$ cat src/core/pbc_consts.svh
// register offsets, field positions, reset values and counts of the loop control
`ifndef PBC_CONSTS_SVH
`define PBC_CONSTS_SVH

// word addresses on the register bus
`define PBC_ADDR_CTRL     2'h0
`define PBC_ADDR_BW       2'h1
`define PBC_ADDR_PROG     2'h2

// loop control register bits
`define PBC_B_IE          7
`define PBC_B_FLAG        6
`define PBC_B_PON         5
`define PBC_B_BCS         4
`define PBC_CTRL_LOW_RD   4'hf

// bandwidth control register bits
`define PBC_B_AUTO        7
`define PBC_B_LOCK        6
`define PBC_B_ACQ         5
`define PBC_B_XLD         4
`define PBC_BW_LOW_RD     4'h0

// multiplier programming register fields
`define PBC_MUL_HI        7
`define PBC_MUL_LO        4
`define PBC_VRS_HI        3
`define PBC_VRS_LO        0

// reset values
`define PBC_MUL_RST       4'h6
`define PBC_VRS_RST       4'h6
`define PBC_PON_RST       1'b1
`define PBC_ZERO4         4'h0
`define PBC_ONE4          4'h1

// reference-loss window is this many cycles per unit of multiplier
`define PBC_XLD_CYC_PER_N 6'h04
`define PBC_XLD_CNT_W     6

`endif

$ cat src/core/pbc_pkg.sv
// types shared by the loop control block
package pbc_pkg;

  // bus slave handshake states
  typedef enum logic {
    pbc_idle,
    pbc_ack
  } pbc_bus_st_t;

endpackage

$ cat src/core/pbc_loop_ctrl.sv
// loop bandwidth, multiplier and lock-interrupt control with avalon slave
`timescale 1ns/1ps
`include "pbc_consts.svh"

module pbc_loop_ctrl
  import pbc_pkg::*;
(
  input  wire logic        mclk,                    // bus clock
  input  wire logic        sys_rst,                 // sync reset
  input  wire logic [1:0]  avs_address,             // word address
  input  wire logic        avs_read,                // read request
  input  wire logic        avs_write,               // write request
  input  wire logic [31:0] avs_writedata,           // write data
  output logic      [31:0] avs_readdata,            // read data
  output logic             avs_waitrequest,         // stall
  input  wire logic        lock_raw,                // analog lock level
  input  wire logic        track_raw,               // analog tracking level
  input  wire logic        ref_active_raw,          // crystal activity
  input  wire logic        break_state,             // debug break active
  input  wire logic        break_flag_clear_enable, // clear allowed in break
  output logic             loop_irq_line,           // cpu request
  output logic             loop_enable,             // analog loop on
  output logic             base_clock_source_sel,   // vco drives base clock
  output logic             auto_bw,                 // automatic bandwidth
  output logic             capture_phase_n,         // manual phase force
  output logic      [3:0]  feedback_n,              // divider modulus
  output logic      [3:0]  vco_range_sel            // vco range field
);

  // synchronised analog levels
  logic [2:0]  sync_out;
  logic        lock_s;            // settled frequency
  logic        track_s;           // tracking phase
  logic        ref_s;             // reference active

  // bus handshake
  pbc_bus_st_t st_q, st_d;
  logic        wait_q, wait_d;
  logic [31:0] rdata_q, rdata_d;
  logic        take;              // request accepted this cycle

  // control state
  logic        auto_q, auto_d;    // automatic bandwidth
  logic        acq_man_q, acq_man_d;  // manual capture phase
  logic        ie_q, ie_d;        // interrupt enable
  logic        flag_q, flag_d;    // interrupt flag
  logic        pon_q, pon_d;      // loop power on
  logic        bcs_q, bcs_d;      // base clock source select
  logic [3:0]  mul_q, mul_d;      // multiplier field
  logic [3:0]  vrs_q, vrs_d;      // range field
  logic        lock_dly_q;        // delayed lock copy
  logic        irq_q, irq_d;      // registered request
  logic        en_q, en_d;        // registered loop enable
  logic [3:0]  fbn_q, fbn_d;      // registered modulus

  // reference-loss check
  logic        xld_q, xld_d;      // loss result
  logic        xbusy_q, xbusy_d;  // window open
  logic        xseen_q, xseen_d;  // activity seen in window
  logic [`PBC_XLD_CNT_W-1:0] xcnt_q, xcnt_d;

  // decoded read views and helpers
  logic [7:0]  rd_ctrl;
  logic [7:0]  rd_bw;
  logic [7:0]  rd_prog;
  logic [3:0]  n_map;             // effective modulus
  logic        lock_chg;          // lock toggled
  logic        rd_clr;            // flag clear by read
  logic        wr_ctrl;
  logic        wr_bw;
  logic        wr_prog;

  // bring analog levels into the bus clock
  pbc_sync3 #(
    .W (3)
  ) u_sync (
    .mclk    (mclk),
    .sys_rst (sys_rst),
    .din     ({lock_raw, track_raw, ref_active_raw}),
    .dout    (sync_out)
  );

  assign lock_s  = sync_out[2];
  assign track_s = sync_out[1];
  assign ref_s   = sync_out[0];

  assign n_map = (mul_q == `PBC_ZERO4) ? `PBC_ONE4 : mul_q;

  assign lock_chg = auto_q & (lock_s != lock_dly_q);

  // read views of the three registers
  always_comb begin
    // flag and enable hidden in manual
    rd_ctrl = {ie_q & auto_q, flag_q & auto_q, pon_q, bcs_q,
               `PBC_CTRL_LOW_RD};
    rd_bw = {auto_q, lock_s & auto_q, auto_q ? track_s : acq_man_q,
             bcs_q & xld_q, `PBC_BW_LOW_RD};
    rd_prog = {mul_q, vrs_q};
  end

  // request decode; actions happen when the request is taken
  assign take    = (st_q == pbc_idle) & (avs_read | avs_write);
  assign wr_ctrl = take & avs_write & (avs_address == `PBC_ADDR_CTRL);
  assign wr_bw   = take & avs_write & (avs_address == `PBC_ADDR_BW);
  assign wr_prog = take & avs_write & (avs_address == `PBC_ADDR_PROG);
  assign rd_clr  = take & avs_read & (avs_address == `PBC_ADDR_CTRL) &
                   ~(break_state & ~break_flag_clear_enable);

  // next values of bus, control and loss-window state; the ack state touches only the handshake
  // no wait input: bus, lock, reference activity and the loss window move state
  always_comb begin
    st_d      = st_q;
    wait_d    = wait_q;
    rdata_d   = rdata_q;
    auto_d    = auto_q;
    acq_man_d = acq_man_q;
    ie_d      = ie_q;
    flag_d    = flag_q;
    pon_d     = pon_q;
    bcs_d     = bcs_q;
    mul_d     = mul_q;
    vrs_d     = vrs_q;
    xld_d     = xld_q;
    xbusy_d   = xbusy_q;
    xseen_d   = xseen_q;
    xcnt_d    = xcnt_q;

    // bus handshake: one wait cycle, then a single answer cycle
    case (st_q)
      pbc_idle: begin
        if (avs_read | avs_write) begin
          st_d   = pbc_ack;
          wait_d = 1'b0;
          if (avs_read) begin
            case (avs_address)
              `PBC_ADDR_CTRL: rdata_d = {24'h000000, rd_ctrl};
              `PBC_ADDR_BW:   rdata_d = {24'h000000, rd_bw};
              `PBC_ADDR_PROG: rdata_d = {24'h000000, rd_prog};
              default:        rdata_d = 32'h00000000;
            endcase
          end
        end
      end
      pbc_ack: begin
        st_d   = pbc_idle;
        wait_d = 1'b1;
      end
      default: begin
        st_d   = pbc_idle;
        wait_d = 1'b1;
      end
    endcase

    // loop control register write
    if (wr_ctrl) begin
      // enable is writable only in auto
      ie_d  = auto_q & avs_writedata[`PBC_B_IE];
      pon_d = avs_writedata[`PBC_B_PON] | bcs_q;
      bcs_d = avs_writedata[`PBC_B_BCS] & pon_q & (vrs_q != `PBC_ZERO4);
    end

    // bandwidth control register write; low test bits are dropped
    if (wr_bw) begin
      auto_d = avs_writedata[`PBC_B_AUTO];
      if (!auto_q) begin
        acq_man_d = avs_writedata[`PBC_B_ACQ];
      end
    end

    // programming register write
    if (wr_prog) begin
      if (!pon_q) begin
        mul_d = avs_writedata[`PBC_MUL_HI:`PBC_MUL_LO];
        vrs_d = avs_writedata[`PBC_VRS_HI:`PBC_VRS_LO];
      end
    end

    if (!pon_q || (vrs_q == `PBC_ZERO4)) begin
      bcs_d = 1'b0;
    end

    // enable forced low in manual
    if (!auto_q) begin
      ie_d = 1'b0;
    end

    if (lock_chg) begin
      flag_d = 1'b1;
    end else if (rd_clr) begin
      flag_d = 1'b0;
    end
    if (!auto_q) begin
      flag_d = 1'b0;
    end

    if (xbusy_q) begin
      xseen_d = xseen_q | ref_s;
      xcnt_d  = xcnt_q - `PBC_XLD_CNT_W'(1);
      if (xcnt_q == `PBC_XLD_CNT_W'(1)) begin
        xbusy_d = 1'b0;
        xld_d   = ~(xseen_q | ref_s);
      end
    end
    if (wr_bw && avs_writedata[`PBC_B_XLD] && bcs_q) begin
      xld_d   = 1'b1;
      xbusy_d = 1'b1;
      xseen_d = 1'b0;
      xcnt_d  = {2'b00, n_map} * `PBC_XLD_CYC_PER_N;
    end
    if (!bcs_q) begin
      xld_d   = 1'b0;
      xbusy_d = 1'b0;
    end
  end

  // registered outputs
  always_comb begin
    irq_d = flag_q & ie_q & auto_q;
    en_d  = pon_d & (vrs_d != `PBC_ZERO4);
    fbn_d = (mul_d == `PBC_ZERO4) ? `PBC_ONE4 : mul_d;
  end

  // register every state group
  always_ff @(posedge mclk) begin
    if (sys_rst) begin
      st_q       <= pbc_idle;
      wait_q     <= 1'b1;
      rdata_q    <= 32'h00000000;
      auto_q     <= 1'b0;
      acq_man_q  <= 1'b0;
      ie_q       <= 1'b0;
      flag_q     <= 1'b0;
      pon_q      <= `PBC_PON_RST;
      bcs_q      <= 1'b0;
      mul_q      <= `PBC_MUL_RST;
      vrs_q      <= `PBC_VRS_RST;
      lock_dly_q <= 1'b0;
      irq_q      <= 1'b0;
      en_q       <= `PBC_PON_RST;
      fbn_q      <= `PBC_MUL_RST;
      xld_q      <= 1'b0;
      xbusy_q    <= 1'b0;
      xseen_q    <= 1'b0;
      xcnt_q     <= '0;
    end else begin
      st_q       <= st_d;
      wait_q     <= wait_d;
      rdata_q    <= rdata_d;
      auto_q     <= auto_d;
      acq_man_q  <= acq_man_d;
      ie_q       <= ie_d;
      flag_q     <= flag_d;
      pon_q      <= pon_d;
      bcs_q      <= bcs_d;
      mul_q      <= mul_d;
      vrs_q      <= vrs_d;
      lock_dly_q <= lock_s;
      irq_q      <= irq_d;
      en_q       <= en_d;
      fbn_q      <= fbn_d;
      xld_q      <= xld_d;
      xbusy_q    <= xbusy_d;
      xseen_q    <= xseen_d;
      xcnt_q     <= xcnt_d;
    end
  end

  // drive ports from flops
  assign avs_readdata          = rdata_q;
  assign avs_waitrequest       = wait_q;
  assign loop_irq_line         = irq_q;
  assign loop_enable           = en_q;
  assign base_clock_source_sel = bcs_q;
  assign auto_bw               = auto_q;
  assign capture_phase_n       = acq_man_q;
  assign feedback_n            = fbn_q;
  assign vco_range_sel         = vrs_q;
endmodule // pbc_loop_ctrl

$ cat src/core/pbc_sync3.sv
// three-stage input synchroniser with agreement filter, one per bit
`timescale 1ns/1ps
`include "pbc_consts.svh"

module pbc_sync3
  import pbc_pkg::*;
#(
  parameter int W = 1
) (
  input  wire logic         mclk,
  input  wire logic         sys_rst,
  input  wire logic [W-1:0] din,
  output logic      [W-1:0] dout
);

  genvar gi;

  generate
    for (gi = 0; gi < W; gi++) begin : g_bit
      logic s1_q;   // first stage, read only by s2
      logic s2_q;   // second stage
      logic s3_q;   // third stage
      logic o_q;    // accepted level
      logic o_d;

      // accept a change once stages two and three agree
      always_comb begin
        o_d = o_q;
        if (s2_q == s3_q) begin
          o_d = s3_q;
        end
      end

      // register the chain
      always_ff @(posedge mclk) begin
        if (sys_rst) begin
          s1_q <= 1'b0;
          s2_q <= 1'b0;
          s3_q <= 1'b0;
          o_q  <= 1'b0;
        end else begin
          s1_q <= din[gi];
          s2_q <= s1_q;
          s3_q <= s2_q;
          o_q  <= o_d;
        end
      end

      assign dout[gi] = o_q;
    end
  endgenerate

endmodule // pbc_sync3

$ cat config.mk
export PLATFORM = sky130hd
export DESIGN_NAME = pbc_loop_ctrl
export DESIGN_NICKNAME = d
export VERILOG_FILES = /design/src/core/pbc_pkg.sv /design/src/core/pbc_loop_ctrl.sv /design/src/core/pbc_sync3.sv
export VERILOG_INCLUDE_DIRS = /design/src /design/src/core
export SDC_FILE = /design/constraint.sdc
export NUM_CORES = 1
export LEC_CHECK = 0
export BUFFER_PORTS_ARGS = -buffer_cell sky130_fd_sc_hd__buf_4
export CAP_MARGIN = 40
export CORE_ASPECT_RATIO = 1.75
export CORE_MARGIN = 2
export CORE_UTILIZATION = 52
export CTS_CLUSTER_DIAMETER = 100
export DETAILED_ROUTE_END_ITERATION = 12
export GPL_TIMING_DRIVEN = 1
export PLACE_DENSITY_LB_ADDON = 0.15
export SLEW_MARGIN = 20
export SYNTH_ARGS = -nofsm -noshare
export SYNTH_HDL_FRONTEND = slang
export SYNTH_SLANG_ARGS = --single-unit
$ cat constraint.sdc
create_clock -name mclk -period 2.4 [get_ports mclk]
set_input_delay 0.12 -clock mclk [delete_from_list [all_inputs] [get_ports mclk]]
set_output_delay 0.12 -clock mclk [all_outputs]
set_load 0.05 [all_outputs]
==> results.sh <==
export IMPL_grt_usage_pct=20.31
export IMPL_synth_distinct_cells=38
export IMPL_dpl_cell_area_um2=2485
export IMPL_final_cell_mix="52 x dfxtp_1, 41 x buf_4, 24 x conb_1"
export IMPL_yosys_warnings=0
export IMPL_cts_inserted_buffers=5
export IMPL_cp_depth=3
export IMPL_post_cts_buffers=0
export IMPL_endpoint_kind="flip-flop"
export IMPL_drtIter0Drc=30
export IMPL_r2r_start="st_q$_SDFF_PP0_"
export IMPL_die_x_um=54.04
export IMPL_p_per_area_nw_per_um2=672.1
export IMPL_cp_buffers_inverters=0
export IMPL_synth_area_per_cell_um2=8.866
export IMPL_synthMuxAreaShare_pct=2.746
export IMPL_multi_input_area_um2=1056
export IMPL_cp_slowest_stage_delay_ns=0.48
export IMPL_synth_top_area_cell="dfxtp_1"
export IMPL_hold_buffers=0
export IMPL_outcome="finished clean"
export IMPL_synthAdderAreaFrac_pct=1.098
export IMPL_synthTopCellsByArea="dfxtp_1 46%, buf_4 8.2%, o21ai_0 4.4%"
export IMPL_synth_seq_cells=52
export IMPL_synth_yosys_seq_area_share_pct=45.69
export IMPL_start_util_pct=54.39
export IMPL_relSlewSlack_pct=58.02
export IMPL_synth_top_area_share_pct=45.69
export IMPL_synth_top_family_by_area="simple AND/OR/NAND/NOR gates"
export IMPL_synth_ff_type="dfxtp_1"
export IMPL_hp_start="lock_raw"
export IMPL_grt_pass1_wl_mm=7.514
export IMPL_worstSetupPathType="flip-flop to flip-flop"
export IMPL_maxSlewViolCount=0
export IMPL_nFillCells=412
export IMPL_globalplace_congestion=0.7642
export IMPL_cts_htree_levels=2
export IMPL_synthSimpleGateAreaFrac_pct=23.06
export IMPL_ios=89
export IMPL_wl_mm=4.700
export IMPL_fin_setup_tns_ns=0
export IMPL_synth_compound_area_share_pct=14.33
export IMPL_grt_pass1_vias=1661
export IMPL_synth_cells=257
export IMPL_fin_skew_ns=0.003262
export IMPL_cts_tree="yes"
export IMPL_instances_no_fill=338
export IMPL_postSynth_asyncResetShare_pct=0
export IMPL_die_h_um=91.57
export IMPL_synth_xor_xnor_area_share_pct=1.153
export IMPL_clk_latency_ns=0.30
export IMPL_cts_root_buf="clkbuf_8"
export IMPL_rsz0062_at_grt="false"
export IMPL_dp_hpwl_mm=3.350
export IMPL_num_antenna_cells=0
export IMPL_via_per_inst=5.467
export IMPL_overflow=0
export IMPL_design_die_area_um2=4948
export IMPL_cts_sinks=52
export IMPL_crit_chain="nand4bb_1 > or2_1 > a211oi_1"
export IMPL_layout_drive_gt1_share_pct=17.99
export IMPL_row_count=31
export IMPL_fin_nets=333
export IMPL_cap_violations=0
export IMPL_timing_hold_ws_ns=0.02118
export IMPL_worstMarginPinSlew_ns=0.6285
export IMPL_reg2regPathDepth=3
export IMPL_finalCritPeriodShare_pct=70.57
export IMPL_fin_area_um2=2596
export IMPL_synth_edf_count=0
export IMPL_clk_pin_slew_ns=0.09
export IMPL_area_growth_syn_to_layout_pct=13.95
export IMPL_ant_nets=0
export IMPL_cts_buffer_depth=2
export IMPL_grt_max_degree=36
export IMPL_min_path_cells=2
export IMPL_dp_cells=330
export IMPL_design_core_area_um2=4189
export IMPL_crit_path_top_delay_cell="nand4bb_1"
export IMPL_hp_class="input port to flip-flop"
export IMPL_finalSetupViolCount=0
export IMPL_avgRoutedWirePerCell_um=13.91
export IMPL_timing_fmax_mhz=590.4
export IMPL_hold_violations=0
export IMPL_drt_first_pass_iters=4
export IMPL_crit_family="simple AND/OR/NAND/NOR gates"
export IMPL_start_kind="flip-flop"
export IMPL_netlist_area_um2=2278
export IMPL_cp_required_ns=2.61
export IMPL_startpoint="st_q$_SDFF_PP0_"
export IMPL_fin_crit_ns=1.694
export IMPL_final_util_pct=61.98
export IMPL_seq_area_um2=1041
export IMPL_cp_max_fo=9
export IMPL_final_common_cell="dfxtp_1"
export IMPL_port_buffers=40
export IMPL_ctsResizeCount=0
export IMPL_cp_arrival_ns=1.91
export IMPL_drc=0
export IMPL_p_leak_nw=1.004
export IMPL_vias=1848
export IMPL_peakVddDrop_mv=0.5402
export IMPL_antenna_found_initial=0
-- cell families (layout without fill, tap and decap cells) --
kind of cell / count (synthesis) / after routing
AOI/OAI and AO/OA: 55 / 55
xor gates and xnor gates: 3 / 3
adders and majority gates: 2 / 2
buffers and inverters: 45 / 54
DFF: 52 / 52
muxes: 6 / 6
other: 1 / 24
and+or+nand+nor: 93 / 93
-- registers in the layout, summed over array words and instances, names as in the netlist, 3 cells and up --
register / flops
u_sync.g_bit.s2_q: 3
u_sync.g_bit.s1_q: 3
vco_range_sel: 4
xcnt_q: 6
feedback_n: 4
mul_q: 4
u_sync.g_bit.s3_q: 3
u_sync.g_bit.o_q: 3
avs_readdata: 8
-- cells in the mapped netlist, types with 5 or more instances --
cell type and count:
nand2_1 14, nor3_1 10, a21oi_1 18, o21ai_0 20
dfxtp_1 52, inv_1 5, nor2b_1 15, clkbuf_1 11
buf_4 25, nand2b_1 7, nor2_1 11, nand3_1 18
-- through the flow --
step | total power, W | setup slack (ns)
2_1_floorplan | 0.001138 | 0.8539
3_3_place_gp | 0.001168 | 0.8047
3_5_place_dp | 0.001170 | 0.6954
4_1_cts | 0.001758 | 0.6903
5_1_grt | 0.001803 | 0.6051
6_report | 0.001745 | 0.7062
-- area by class of cell --
type                    count  share of cell area, %
inverters                   5                 0.7229
clock inverters             3                  1.639
multi-input cells         183                  40.67
well taps                  49                  2.361
repair buffers             41                  11.86
flip-flops and latches     52                  40.10
clock buffers               5                  2.651
-- worst register-to-register path, stage by stage (launching register included) --
cell and delay (ns):
dfxtp_1 0.41, nand4bb_1 0.48, or2_1 0.46, a211oi_1 0.25
-- final timing paths --
path	slack, ns	end
setup / recovery	0.71	xcnt_q[2]$_SDFFE_PP0P_
hold / removal	0.02	u_sync.g_bit[2].s1_q$_SDFF_PP0_
setup reg to reg	0.71	xcnt_q[2]$_SDFFE_PP0P_
hold reg to reg	0.44	u_sync.g_bit[0].s2_q$_SDFF_PP0_
-- layer usage --
metal,track usage (%),up-vias,share of wire (%)
li1,-,906,-
met1,23.80,881,40
met2,34.04,53,53
met4,9.375,0,2.3
met3,3.783,8,4.7
met5,0,-,0
-- power breakdown --
part           internal (W)  switching [W]  total, W
registers          0.000884      0.0000156  0.000899
logic             0.0000616       0.000190  0.000251
clock network      0.000309       0.000286  0.000594
total               0.00125       0.000491   0.00174
Power figures use the tool's default switching activity.
